===== config.mk =====
export PLATFORM = sky130hd
export DESIGN_NAME = wwd_top
export DESIGN_NICKNAME = d
export VERILOG_FILES = /design/src/shared/wwd_pkg.sv /design/src/hdl/wwd_osc_tick.sv /design/src/hdl/wwd_top.sv
export SDC_FILE = /design/constraint.sdc
export NUM_CORES = 1
export LEC_CHECK = 0
export ABC_CLOCK_PERIOD_IN_PS = 5000
export BUFFER_PORTS_ARGS = -buffer_cell sky130_fd_sc_hd__clkbuf_2
export CAP_MARGIN = 20
export CORE_ASPECT_RATIO = 2
export CORE_UTILIZATION = 45
export CTS_BUF_LIST = sky130_fd_sc_hd__clkbuf_8 sky130_fd_sc_hd__clkbuf_16
export CTS_CLUSTER_SIZE = 8
export DETAILED_ROUTE_END_ITERATION = 10
export PLACE_DENSITY = 0.67
export SYNTH_ARGS = -nofsm -noshare
export SYNTH_HDL_FRONTEND = slang
export SYNTH_SLANG_ARGS = --single-unit

===== constraint.sdc =====
create_clock -name ref_clk -period 5 [get_ports ref_clk]
set_input_delay 0.5 -clock ref_clk [delete_from_list [all_inputs] [get_ports ref_clk]]
set_output_delay 0.5 -clock ref_clk [all_outputs]
set_load 0.1 [all_outputs]

===== src/shared/wwd_pkg.sv =====
/*
 * Constants, types and helper functions for the windowed watchdog.
 * Assumes a 50 MHz ref_clk and a core that drives the watchdog inputs
 * synchronously to that clock.
 */
// Contract
// - Period select chooses 1 ms to 256 s
// - Any reset restores the two second period
// - Windowed clear outside window resets device
// - Config window field, else register when 111
// - Violation resets and clears violation flag
// - Listed events clear the watchdog counter
// - Windowed clear needs prior control 0 read
// - Counting restarts from zero in Sleep
// - Counter held zero while startup timer runs
// - Time-out in Sleep wakes, no reset
// - Time-out updates status and reset flags
// - Enable field 11, 10, 01 decoding
// - Time base from low or mid oscillator
package wwd_pkg;

    ////////////////////////////////////////////////////////////////////////
    // Clocking and time base
    localparam int unsigned REF_CLK_HZ    = 50_000_000;
    localparam int unsigned LF_OSC_HZ     = 31_000;
    localparam int unsigned MF_OSC_HZ     = 31_250;
    localparam int unsigned LF_DIV        = REF_CLK_HZ / LF_OSC_HZ;
    localparam int unsigned MF_DIV        = REF_CLK_HZ / MF_OSC_HZ;
    localparam int unsigned PERIOD_MIN_MS = 1;
    localparam int unsigned PERIOD_MAX_S  = 256;

    localparam int          PS_W          = 5;
    localparam int          CNT_W         = 23;
    localparam logic [PS_W-1:0]  PS_MAX       = 5'h12;
    localparam logic [PS_W-1:0]  PS_DEFAULT   = 5'h0b;
    // Oscillator ticks in one nominal millisecond
    localparam logic [CNT_W:0]   TICKS_PER_MS = 24'h000020;

    ////////////////////////////////////////////////////////////////////////
    // Register map (byte addresses) and field positions
    localparam int          ADDR_W    = 5;
    localparam logic [ADDR_W-1:0] OFS_CTL0   = 5'h00;
    localparam logic [ADDR_W-1:0] OFS_CTL1   = 5'h04;
    localparam logic [ADDR_W-1:0] OFS_POWER_CONTROL_REG   = 5'h08;
    localparam logic [ADDR_W-1:0] OFS_STAT   = 5'h0c;
    localparam logic [ADDR_W-1:0] OFS_IRQST  = 5'h10;
    localparam logic [ADDR_W-1:0] OFS_IRQMSK = 5'h14;
    localparam logic [ADDR_W-1:0] OFS_COUNT  = 5'h18;

    localparam int CTL0_SEN_BIT  = 0;
    localparam int CTL0_PS_LSB   = 1;
    localparam int CTL1_WIN_LSB  = 0;
    localparam int CTL1_CS_LSB   = 4;
    localparam int POWER_CONTROL_REG_WATCHDOG_RESET_FLAG_BIT = 0;
    localparam int POWER_CONTROL_REG_WV_BIT   = 1;
    localparam int STAT_PD_BIT   = 0;
    localparam int STAT_TO_BIT   = 1;
    localparam int IRQ_W         = 3;
    localparam int IRQ_TO_BIT    = 0;
    localparam int IRQ_WV_BIT    = 1;
    localparam int IRQ_WAKE_BIT  = 2;

    localparam logic [2:0] SEL_REG    = 3'h7;
    localparam logic [2:0] WIN_FULL   = 3'h7;
    localparam logic [2:0] WIN_RESET  = 3'h7;
    localparam logic [2:0] CS_LF      = 3'h0;
    localparam logic [2:0] CS_MF      = 3'h1;
    localparam logic [2:0] CS_RESET   = 3'h0;

    ////////////////////////////////////////////////////////////////////////
    // Types
    typedef enum logic [1:0] {
        EN_OFF    = 2'h0,
        EN_SOFT   = 2'h1,
        EN_AWAKE  = 2'h2,
        EN_ALWAYS = 2'h3
    } wwd_en_mode_t;

    typedef enum logic [1:0] {
        BS_WAIT = 2'b01,
        BS_ACK  = 2'b10
    } wwd_bus_state_t;

    ////////////////////////////////////////////////////////////////////////
    // Helpers
    function automatic logic [2:0] effSel(input logic [2:0] cfg, input logic [2:0] reg3);
        effSel = (cfg == SEL_REG) ? reg3 : cfg;
    endfunction

    // Selects above the top code saturate at the longest period
    function automatic logic [CNT_W:0] periodLen(input logic [PS_W-1:0] ps);
        logic [PS_W-1:0] lim;
        lim = (ps > PS_MAX) ? PS_MAX : ps;
        periodLen = TICKS_PER_MS << lim;
    endfunction

    // Window of (ws+1)/8 of the period, placed at the end of the period
    function automatic logic [CNT_W:0] windowStart(input logic [PS_W-1:0] ps,
                                                   input logic [2:0] ws);
        logic [CNT_W:0] eighth;
        eighth = periodLen(ps) >> 3;
        windowStart = eighth * {{(CNT_W-2){1'b0}}, WIN_FULL - ws};
    endfunction

endpackage


===== src/hdl/wwd_osc_tick.sv =====
/*
 * Oscillator tick source: one ref_clk pulse per cycle of the selected
 * low or mid frequency internal oscillator.
 * Assumes ref_clk at 50 MHz; the select may change at any time.
 */
`timescale 1ns/1ps
module wwd_osc_tick
    import wwd_pkg::*;
#(
    parameter int unsigned LF_DIV_P = LF_DIV,
    parameter int unsigned MF_DIV_P = MF_DIV
) (
    input  wire logic ref_clk,  // System clock
    input  wire logic reset_n,  // Asynchronous reset, active low
    input  wire logic useMid,   // High selects the mid frequency oscillator
    output logic      tick      // One-cycle pulse per oscillator cycle
);

    if (LF_DIV_P < 2 || LF_DIV_P > 65536 || MF_DIV_P < 2 || MF_DIV_P > 65536) begin : g_bad
        $error("wwd_osc_tick: divider out of range 2..65536");
    end

    logic [15:0] divCnt_r;
    logic        tick_r;

    wire [15:0] reload = useMid ? 16'(MF_DIV_P - 1) : 16'(LF_DIV_P - 1);
    wire        wrap   = (divCnt_r == 16'h0000);

    always_ff @(posedge ref_clk or negedge reset_n) begin
        if (!reset_n) begin
            divCnt_r <= 16'h0000;
            tick_r   <= 1'b0;
        end else begin
            divCnt_r <= wrap ? reload : divCnt_r - 16'h0001;
            tick_r   <= wrap;
        end
    end

    assign tick = tick_r;

endmodule // wwd_osc_tick


===== src/hdl/wwd_top.sv =====
/*
 * Windowed watchdog with an Avalon-MM register slave, sticky event
 * status with mask and one level interrupt.
 * Assumes the core drives configuration, Sleep, start-up timer and the
 * clear instruction pulse synchronously to ref_clk.
 */
// The register addresses and the Avalon-MM interface to the registers were chosen for this implementation.
`timescale 1ns/1ps
module wwd_top
    import wwd_pkg::*;
#(
    parameter int unsigned LF_DIV_P = LF_DIV,
    parameter int unsigned MF_DIV_P = MF_DIV
) (
    input  wire logic              ref_clk,            // 50 MHz clock
    input  wire logic              reset_n,            // Power-on reset, active low
    input  wire logic [ADDR_W-1:0] avs_address,        // Byte address
    input  wire logic              avs_read,           // Read request
    input  wire logic              avs_write,          // Write request
    input  wire logic [31:0]       avs_writedata,      // Write data
    input  wire logic [3:0]        avs_byteenable,     // Lane 0 carries all fields
    output logic [31:0]            avs_readdata,       // Read data
    output logic                   avs_waitrequest,    // Low for the accepting cycle
    input  wire logic [1:0]        cfgEnableMode,      // Enable mode fuse field
    input  wire logic [2:0]        cfgWindowSize,      // Window size fuse field
    input  wire logic [2:0]        cfgClockSelect,     // Clock select fuse field
    input  wire logic              sleepMode,          // Device is in Sleep
    input  wire logic              clearWatchdogInstr, // Clear instruction pulse
    input  wire logic              oscStartupRunning,  // Start-up timer running
    output logic                   wdtResetReq,        // Watchdog reset pulse
    output logic                   wakeReq,            // Wake from Sleep pulse
    output logic                   irq                 // Level interrupt
);

    ////////////////////////////////////////////////////////////////////////
    // State
    wwd_bus_state_t   busState_r;
    logic             waitReq_r;
    logic [31:0]      rdData_r;
    logic             swEnable_r;
    logic [PS_W-1:0]  periodSel_r;
    logic [2:0]       windowReg_r;
    logic [2:0]       clockSelReg_r;
    logic             winViolFlag_r;
    logic             wdResetFlag_r;
    logic             timeoutFlag_r;
    logic             powerdownFlag_r;
    logic [IRQ_W-1:0] irqStatus_r;
    logic [IRQ_W-1:0] irqMask_r;
    logic [CNT_W-1:0] count_r;
    logic             armed_r;
    logic             sleep_r;
    logic             internalRst_r;
    logic             wake_r;
    logic             irq_r;
    logic             oscTick;

    ////////////////////////////////////////////////////////////////////////
    // Bus decode
    wire busReq  = avs_read | avs_write;
    wire accept  = busReq & (busState_r == BS_ACK);
    wire wrAcc   = accept & avs_write & avs_byteenable[0];
    wire rdAcc   = accept & avs_read;
    wire wrCtl0  = wrAcc & (avs_address == OFS_CTL0);
    wire wrCtl1  = wrAcc & (avs_address == OFS_CTL1);
    wire wrPcon  = wrAcc & (avs_address == OFS_POWER_CONTROL_REG);
    wire wrIrqSt = wrAcc & (avs_address == OFS_IRQST);
    wire wrIrqMk = wrAcc & (avs_address == OFS_IRQMSK);
    wire rdCtl0  = rdAcc & (avs_address == OFS_CTL0);
    wire [7:0] wd = avs_writedata[7:0];

    ////////////////////////////////////////////////////////////////////////
    // Mode, window and time base selection
    wire wdActive = (cfgEnableMode == EN_ALWAYS)
                  | ((cfgEnableMode == EN_AWAKE) & ~sleepMode)
                  | ((cfgEnableMode == EN_SOFT) & swEnable_r);
    wire [2:0] effWin   = effSel(cfgWindowSize, windowReg_r);
    wire [2:0] effClk   = effSel(cfgClockSelect, clockSelReg_r);
    wire       windowed = (effWin != WIN_FULL);
    wire       useMid   = (effClk == CS_MF);

    wwd_osc_tick #(
        .LF_DIV_P (LF_DIV_P),
        .MF_DIV_P (MF_DIV_P)
    ) u_tick (
        .ref_clk (ref_clk),
        .reset_n (reset_n),
        .useMid  (useMid),
        .tick    (oscTick)
    );

    wire [CNT_W:0]   periodTicks = periodLen(periodSel_r);
    wire [CNT_W:0]   periodM1    = periodTicks - {{CNT_W{1'b0}}, 1'b1};
    wire [CNT_W-1:0] lastCount   = periodM1[CNT_W-1:0];
    wire [CNT_W:0]   winStart    = windowStart(periodSel_r, effWin);
    wire             inWindow    = ({1'b0, count_r} >= winStart);

    ////////////////////////////////////////////////////////////////////////
    // Events
    wire clrOk      = armed_r & inWindow;
    wire clrValid   = clearWatchdogInstr & wdActive & (~windowed | clrOk);
    wire winViol    = clearWatchdogInstr & wdActive & windowed & ~clrOk;
    wire sleepEnter = sleepMode & ~sleep_r;
    wire sleepExit  = ~sleepMode & sleep_r;
    wire clearCnt   = internalRst_r | clrValid | sleepEnter | sleepExit
                    | ~wdActive | oscStartupRunning | wrCtl0 | wrCtl1;
    wire timeout    = wdActive & oscTick & (count_r == lastCount) & ~clearCnt;
    wire awakeRst   = (timeout & ~sleepMode) | winViol;
    wire sleepWake  = timeout & sleepMode;
    wire [IRQ_W-1:0] irqSet = {sleepWake, winViol, timeout};
    wire [IRQ_W-1:0] irqClr = wrIrqSt ? wd[IRQ_W-1:0] : {IRQ_W{1'b0}};

    ////////////////////////////////////////////////////////////////////////
    // Read mux
    wire [31:0] rdMux =
        (avs_address == OFS_CTL0)   ? 32'({periodSel_r, swEnable_r}) :
        (avs_address == OFS_CTL1)   ? 32'({clockSelReg_r, 1'b0, windowReg_r}) :
        (avs_address == OFS_POWER_CONTROL_REG)   ? 32'({winViolFlag_r, wdResetFlag_r}) :
        (avs_address == OFS_STAT)   ? 32'({timeoutFlag_r, powerdownFlag_r}) :
        (avs_address == OFS_IRQST)  ? 32'(irqStatus_r) :
        (avs_address == OFS_IRQMSK) ? 32'(irqMask_r) :
        (avs_address == OFS_COUNT)  ? 32'(count_r) : 32'h00000000;

    ////////////////////////////////////////////////////////////////////////
    // Bus slave: one wait cycle, then accept with waitrequest low
    always_ff @(posedge ref_clk or negedge reset_n) begin
        if (!reset_n) begin
            busState_r <= BS_WAIT;
            waitReq_r  <= 1'b1;
            rdData_r   <= 32'h00000000;
        end else begin
            case (busState_r)
                BS_WAIT: begin
                    if (busReq) begin
                        busState_r <= BS_ACK;
                        waitReq_r  <= 1'b0;
                        rdData_r   <= avs_read ? rdMux : 32'h00000000;
                    end
                end
                BS_ACK: begin
                    busState_r <= BS_WAIT;
                    waitReq_r  <= 1'b1;
                end
                default: begin
                    busState_r <= BS_WAIT;
                    waitReq_r  <= 1'b1;
                end
            endcase
        end
    end

    ////////////////////////////////////////////////////////////////////////
    // Control registers; a watchdog reset restores them like any reset
    always_ff @(posedge ref_clk or negedge reset_n) begin
        if (!reset_n) begin
            swEnable_r    <= 1'b0;
            periodSel_r   <= PS_DEFAULT;
            windowReg_r   <= WIN_RESET;
            clockSelReg_r <= CS_RESET;
        end else if (internalRst_r) begin
            swEnable_r    <= 1'b0;
            periodSel_r   <= PS_DEFAULT;
            windowReg_r   <= WIN_RESET;
            clockSelReg_r <= CS_RESET;
        end else begin
            if (wrCtl0) begin
                swEnable_r  <= wd[CTL0_SEN_BIT];
                periodSel_r <= wd[CTL0_PS_LSB +: PS_W];
            end
            if (wrCtl1) begin
                windowReg_r   <= wd[CTL1_WIN_LSB +: 3];
                clockSelReg_r <= wd[CTL1_CS_LSB +: 3];
            end
        end
    end

    // Arming read wins over a clear in the same cycle
    always_ff @(posedge ref_clk or negedge reset_n) begin
        if (!reset_n) begin
            armed_r <= 1'b0;
        end else begin
            armed_r <= rdCtl0 | (armed_r & ~clearWatchdogInstr & ~internalRst_r);
        end
    end

    always_ff @(posedge ref_clk or negedge reset_n) begin
        if (!reset_n) begin
            count_r <= {CNT_W{1'b0}};
        end else if (clearCnt | timeout) begin
            count_r <= {CNT_W{1'b0}};
        end else if (oscTick) begin
            count_r <= count_r + {{(CNT_W-1){1'b0}}, 1'b1};
        end
    end

    ////////////////////////////////////////////////////////////////////////
    // Flags. Hardware events beat software sets in the same cycle.
    always_ff @(posedge ref_clk or negedge reset_n) begin
        if (!reset_n) begin
            winViolFlag_r   <= 1'b1;
            wdResetFlag_r   <= 1'b1;
            timeoutFlag_r   <= 1'b1;
            powerdownFlag_r <= 1'b1;
        end else begin
            if (winViol) begin
                winViolFlag_r <= 1'b0;
            end else if (wrPcon & wd[POWER_CONTROL_REG_WV_BIT]) begin
                winViolFlag_r <= 1'b1;
            end
            if (timeout) begin
                wdResetFlag_r <= 1'b0;
            end else if (wrPcon & wd[POWER_CONTROL_REG_WATCHDOG_RESET_FLAG_BIT]) begin
                wdResetFlag_r <= 1'b1;
            end
            if (timeout) begin
                timeoutFlag_r   <= 1'b0;
                powerdownFlag_r <= ~sleepMode;
            end else if (clrValid) begin
                timeoutFlag_r   <= 1'b1;
                powerdownFlag_r <= 1'b1;
            end else if (sleepEnter) begin
                powerdownFlag_r <= 1'b0;
            end
        end
    end

    always_ff @(posedge ref_clk or negedge reset_n) begin
        if (!reset_n) begin
            irqStatus_r <= {IRQ_W{1'b0}};
            irqMask_r   <= {IRQ_W{1'b0}};
            irq_r       <= 1'b0;
        end else begin
            irqStatus_r <= (irqStatus_r & ~irqClr) | irqSet;
            irqMask_r   <= wrIrqMk ? wd[IRQ_W-1:0] : irqMask_r;
            irq_r       <= |(irqStatus_r & irqMask_r);
        end
    end

    always_ff @(posedge ref_clk or negedge reset_n) begin
        if (!reset_n) begin
            sleep_r       <= 1'b0;
            internalRst_r <= 1'b0;
            wake_r        <= 1'b0;
        end else begin
            sleep_r       <= sleepMode;
            internalRst_r <= awakeRst;
            wake_r        <= sleepWake;
        end
    end

    assign avs_readdata    = rdData_r;
    assign avs_waitrequest = waitReq_r;
    assign wdtResetReq     = internalRst_r;
    assign wakeReq         = wake_r;
    assign irq             = irq_r;
endmodule // wwd_top


==> flow_summary.html <==
<table>
<tr><th>Metric</th><th>Value</th></tr>
<tr><th colspan="2">Routing</th></tr>
<tr><td>DRC violation count after routing</td><td>0</td></tr>
<tr><td>DRT Pass-1 Iters</td><td>5</td></tr>
<tr><td>Average routed wire per standard cell</td><td>18.6 um</td></tr>
<tr><td>Final Routed Wirelength</td><td>22,100 um</td></tr>
<tr><td>Iter 0 DRT Violations</td><td>300</td></tr>
<tr><td>Vias per std cell</td><td>5.63</td></tr>
<tr><td>Total vias in the final route</td><td>6,704</td></tr>
<tr><td>Final ANT Viol Nets</td><td>0</td></tr>
<tr><th colspan="2">Worst setup path</th></tr>
<tr><td>Endpoint required time on the critical path</td><td>5.28 ns</td></tr>
<tr><td>Data arrival time of the critical path</td><td>5.95 ns</td></tr>
<tr><td>Slowest-stage cell, CP</td><td>or3_4</td></tr>
<tr><td>Setup Crit Path Kind</td><td>flop to flop</td></tr>
<tr><td>Worst reg-to-reg path cell count</td><td>29</td></tr>
<tr><td>Endpoint kind of the worst setup timing path</td><td>flop</td></tr>
<tr><td>Startpoint type of the worst setup path</td><td>flop</td></tr>
<tr><td>Stage delay of the slowest cell on the critical path</td><td>0.44 ns</td></tr>
<tr><td>Crit path max fanout</td><td>6</td></tr>
<tr><th colspan="2">Power and ir drop</th></tr>
<tr><td>Peak supply drop</td><td>0.000350 V</td></tr>
<tr><td>Areal power density over the cells</td><td>221 nW/um2</td></tr>
<tr><td>Cell leakage power</td><td>0.00428 uW</td></tr>
<tr><th colspan="2">Floorplan</th></tr>
<tr><td>Die outline width</td><td>91.0 um</td></tr>
<tr><td>Starting utilization of the core area</td><td>46.4%</td></tr>
<tr><td>Total die area</td><td>16,400 um2</td></tr>
<tr><td>Die extent in y</td><td>180 um</td></tr>
<tr><td>Core region area</td><td>15,400 um2</td></tr>
<tr><td>Cell row count</td><td>64</td></tr>
<tr><td>Top-level I/O count</td><td>92</td></tr>
<tr><th colspan="2">Flow run</th></tr>
<tr><td>Total of max-cap violations</td><td>0</td></tr>
<tr><th colspan="2">Timing</th></tr>
<tr><td>Final clock period utilization by the worst path</td><td>113%</td></tr>
<tr><td>Maximum clock skew at final layout</td><td>0.00664 ns</td></tr>
<tr><td>Final setup violation count</td><td>32</td></tr>
<tr><td>Upper clock frequency limit</td><td>177 MHz</td></tr>
<tr><td>Shortest clock period the worst path allows after layout</td><td>5.66 ns</td></tr>
<tr><td>Number of pins with negative max-slew slack in the final report</td><td>0</td></tr>
<tr><td>Setup repair after global routing missed its margin</td><td>yes</td></tr>
<tr><td>Worst setup margin</td><td>-0.664 ns</td></tr>
<tr><td>Final sum of negative setup slack</td><td>-17.67 ns</td></tr>
<tr><td>Final hold violation count</td><td>0</td></tr>
<tr><td>Transition time of the tightest slew-check pin</td><td>0.939 ns</td></tr>
<tr><td>Max transition margin</td><td>37.4%</td></tr>
<tr><th colspan="2">Clock tree</th></tr>
<tr><td>Worst skew pair latency</td><td>0.35 ns</td></tr>
<tr><td>CTS Buf Count</td><td>9</td></tr>
<tr><td>Clock H-tree levels</td><td>3</td></tr>
<tr><td>Clk sink count</td><td>92</td></tr>
<tr><td>Buffer levels on the longest clock path</td><td>2</td></tr>
<tr><td>Root Buffer</td><td>clkbuf_16</td></tr>
<tr><td>Clock tree from TritonCTS</td><td>yes</td></tr>
<tr><td>Clock transition at the register clock pins on the worst setup and hold paths after CTS</td><td>0.07 ns</td></tr>
<tr><th colspan="2">Global routing</th></tr>
<tr><td>Initial antenna violation count</td><td>0</td></tr>
<tr><td>Total Routing Usage GR</td><td>27.9%</td></tr>
<tr><td>Wire length of the first global-routing pass</td><td>35,000 um</td></tr>
<tr><td>Via count of the first global-routing pass</td><td>6,804</td></tr>
<tr><td>Residual overflow from global routing</td><td>0</td></tr>
<tr><td>Largest net degree at the start of global routing</td><td>72</td></tr>
<tr><th colspan="2">Layout</th></tr>
<tr><td>Number of diodes</td><td>0</td></tr>
<tr><td>Share of final-layout standard cells stronger than drive strength 1</td><td>25.4%</td></tr>
<tr><td>Design Area, Final</td><td>8900 um2</td></tr>
<tr><td>Post-synthesis to final-layout area growth</td><td>24.9%</td></tr>
<tr><td>Post-route insts no fill</td><td>1,191</td></tr>
<tr><td>Nets</td><td>1,109</td></tr>
<tr><th colspan="2">Hold path</th></tr>
<tr><td>Hold WC Path Type</td><td>input pin to async pin</td></tr>
<tr><th colspan="2">Outcome</th></tr>
<tr><td>Violated checks</td><td>negative setup slack</td></tr>
<tr><td>Result of the run</td><td>finished with violations</td></tr>
<tr><th colspan="2">Placement</th></tr>
<tr><td>Placed cells</td><td>1,161</td></tr>
<tr><td>Final GP Congestion</td><td>1.02</td></tr>
<tr><td>Total placed instance area</td><td>8280 um2</td></tr>
<tr><td>Count of input and output buffers</td><td>54</td></tr>
<tr><td>Worst slack after detailed placement</td><td>-0.545 ns</td></tr>
<tr><td>Estimated wirelength of the detail-placed design</td><td>16,700 um</td></tr>
<tr><th colspan="2">Yosys</th></tr>
<tr><td>Yosys Warn Count</td><td>0</td></tr>
<tr><td>Mean instance size in the synthesized netlist</td><td>8.47 um2</td></tr>
<tr><td>Count of mapped cells out of synthesis</td><td>842</td></tr>
<tr><td>Library cells used by synthesis</td><td>68</td></tr>
<tr><td>Total standard cell area after synthesis</td><td>7130 um2</td></tr>
<tr><td>Top_reg_cell synth</td><td>dfrtp_1</td></tr>
<tr><td>Async set-reset flop share out of synthesis</td><td>100%</td></tr>
<tr><td>Seq/Total Area, Yosys</td><td>32.5%</td></tr>
<tr><td>Number of flops mapped to enable cells by yosys</td><td>0</td></tr>
<tr><td>Flip-flop and latch count after synthesis</td><td>92</td></tr>
</table>
[layout make-up]
type / count / area, um2
Tap cell: 198 / 248
Multi-Input combinational cell: 662 / 4710
Inverter: 59 / 221
Fill cell: 1413 / 6470
Timing Repair Buffer: 164 / 1130
Sequential cell: 92 / 2320
Clock buffer: 9 / 225
Clock inverter: 7 / 58.8
[sequential cells by signal, indices dropped and copies added (netlist names), 2 cells and up]
name / count
avs_readdata: 23
busState_r: 2
clockSelReg_r: 3
count_r: 23
irqMask_r: 3
irqStatus_r: 3
periodSel_r: 5
u_tick.divCnt_r: 16
windowReg_r: 3
[kinds of logic (layout without fill, tap and decap cells)]
logic type,Yosys count,count (layout),share of synthesized area [%]
other,1,9,0.0526
DFF,92,92,32.5
and+or+nand+nor,342,345,22.4
AOI/OAI and AO/OA,172,172,16.0
muxes,8,8,1.19
adders and majority gates,65,65,13.3
xor gates and xnor gates,63,63,8.32
buffers and inverters,99,239,6.25
[per-stage QoR]
stage               utilization (%)  hold WS, ns  power [uW]
floorplan                         -        0.204        1180
global placement               53.8        0.395        1300
detailed placement             53.8        0.398        1310
CTS                            57.1       0.0211        1970
global route                   57.9       0.0391        2050
finish                         57.9       0.0168        1970
[timing repair]
| item | in CTS | in global routing |
|---|---|---|
| gates resized for setup | 31 | 20 |
| cloned | 3 | 0 |
| pin swaps | 36 | 21 |
| hold buffers | 0 | 0 |
| setup buffers | 6 | 6 |
| endpoints found under the setup margin | 32 | 32 |
[placed cells by master, fill, tap and decap left out, types with 4 or more instances in the layout]
cell type / synthesis / final
nor2_1: 98 / 89
nor3_1: 28 / 20
a211oi_1: 4 / 4
dfrtp_1: 81 / 80
a21o_1: 10 / 10
mux2i_1: 4 / 4
nand2_2: 0 / 5
nor4_1: 6 / 5
o21bai_1: 4 / 4
nor2_4: 0 / 4
nor2b_1: 12 / 12
buf_4: 10 / 106
buf_6: 4 / 4
clkbuf_2: 1 / 53
nand2_1: 111 / 106
inv_1: 57 / 56
nand2b_1: 9 / 8
o21ai_1: 1 / 6
nand4_1: 8 / 8
xor2_1: 33 / 33
o31ai_1: 7 / 6
a22o_1: 21 / 21
fa_1: 18 / 17
nand2b_4: 1 / 5
or3_1: 6 / 6
nor3_2: 1 / 6
ha_1: 47 / 46
and3_1: 12 / 12
o21a_1: 4 / 4
or2_2: 4 / 4
nand3_1: 27 / 26
dfstp_2: 11 / 11
conb_1: 1 / 9
o21ai_0: 31 / 24
a211o_1: 6 / 6
nor2_2: 0 / 5
a21oi_1: 53 / 49
clkbuf_16: 0 / 9
mux2_2: 4 / 4
xnor2_1: 27 / 26
[cell usage after synthesis, types with 4 or more instances]
master    count  area share, %
o21ai_0      31            2.2
xnor2_1      27            3.3
nor3_1       28            2.0
a211oi_1      4           0.42
o21bai_1      4           0.42
nand3_1      27            1.9
ha_1         47            8.2
o21a_1        4           0.42
buf_6         4           0.63
nor2b_1      12            1.1
mux2i_1       4           0.56
nand2_1     111            5.8
fa_1         18            5.1
nor2_1       98            5.2
buf_2         4           0.28
or2_2         4           0.35
and3_1       12            1.1
inv_1        57            3.0
a21oi_1      53            3.7
dfstp_2      11            4.1
nand2b_1      9           0.79
buf_4        10            1.1
clkbuf_1     20            1.1
nor4_1        6           0.53
a21o_1       10            1.1
a22o_1       21            2.6
mux2_2        4           0.63
dfrtp_1      81             28
o31ai_1       7           0.74
nand4_1       8           0.70
or3_1         6           0.53
xor2_1       33            4.1
a211o_1       6           0.74
[worst max-delay path: cells and delay by family, from the launching register on]
kind / cells / cell delay [ns]
AO/OA/AOI/OAI: 11 / 2.00
adder cells (fa/ha/maj): 4 / 1.23
buffers and inverters: 6 / 0.73
flip-flops: 1 / 0.41
AND/OR/NAND/NOR: 8 / 1.21
[layer usage]
metal,global-route usage [%],vias to the layer above,routed length (um)
li1,-,3191,-
met1,26.9,3210,7550
met2,50.6,215,11600
met3,3.98,88,816
met4,24.4,0,2160
met5,0,-,0
[power breakdown]
part,leakage [uW],switching (uW),total [uW],internal (uW)
clock,0.000144,313,660,347
sequential,0.00120,63.0,882,819
combinational,0.00294,295,427,132
[path summary, 6_finish.rpt]
path / startpoint / end / slack, ns
max: periodSel_r[1] / powerdownFlag_r / -0.66
min: reset_n / count_r[10] / 0.02
max reg2reg: periodSel_r[1] / powerdownFlag_r / -0.66
min reg2reg: avs_readdata[0] / avs_readdata[0] / 0.50
max in group asynchronous: reset_n / periodSel_r[2] / 3.71
min in group ref_clk: sleepMode / sleep_r / 0.34
Power figures use the tool's default switching activity.
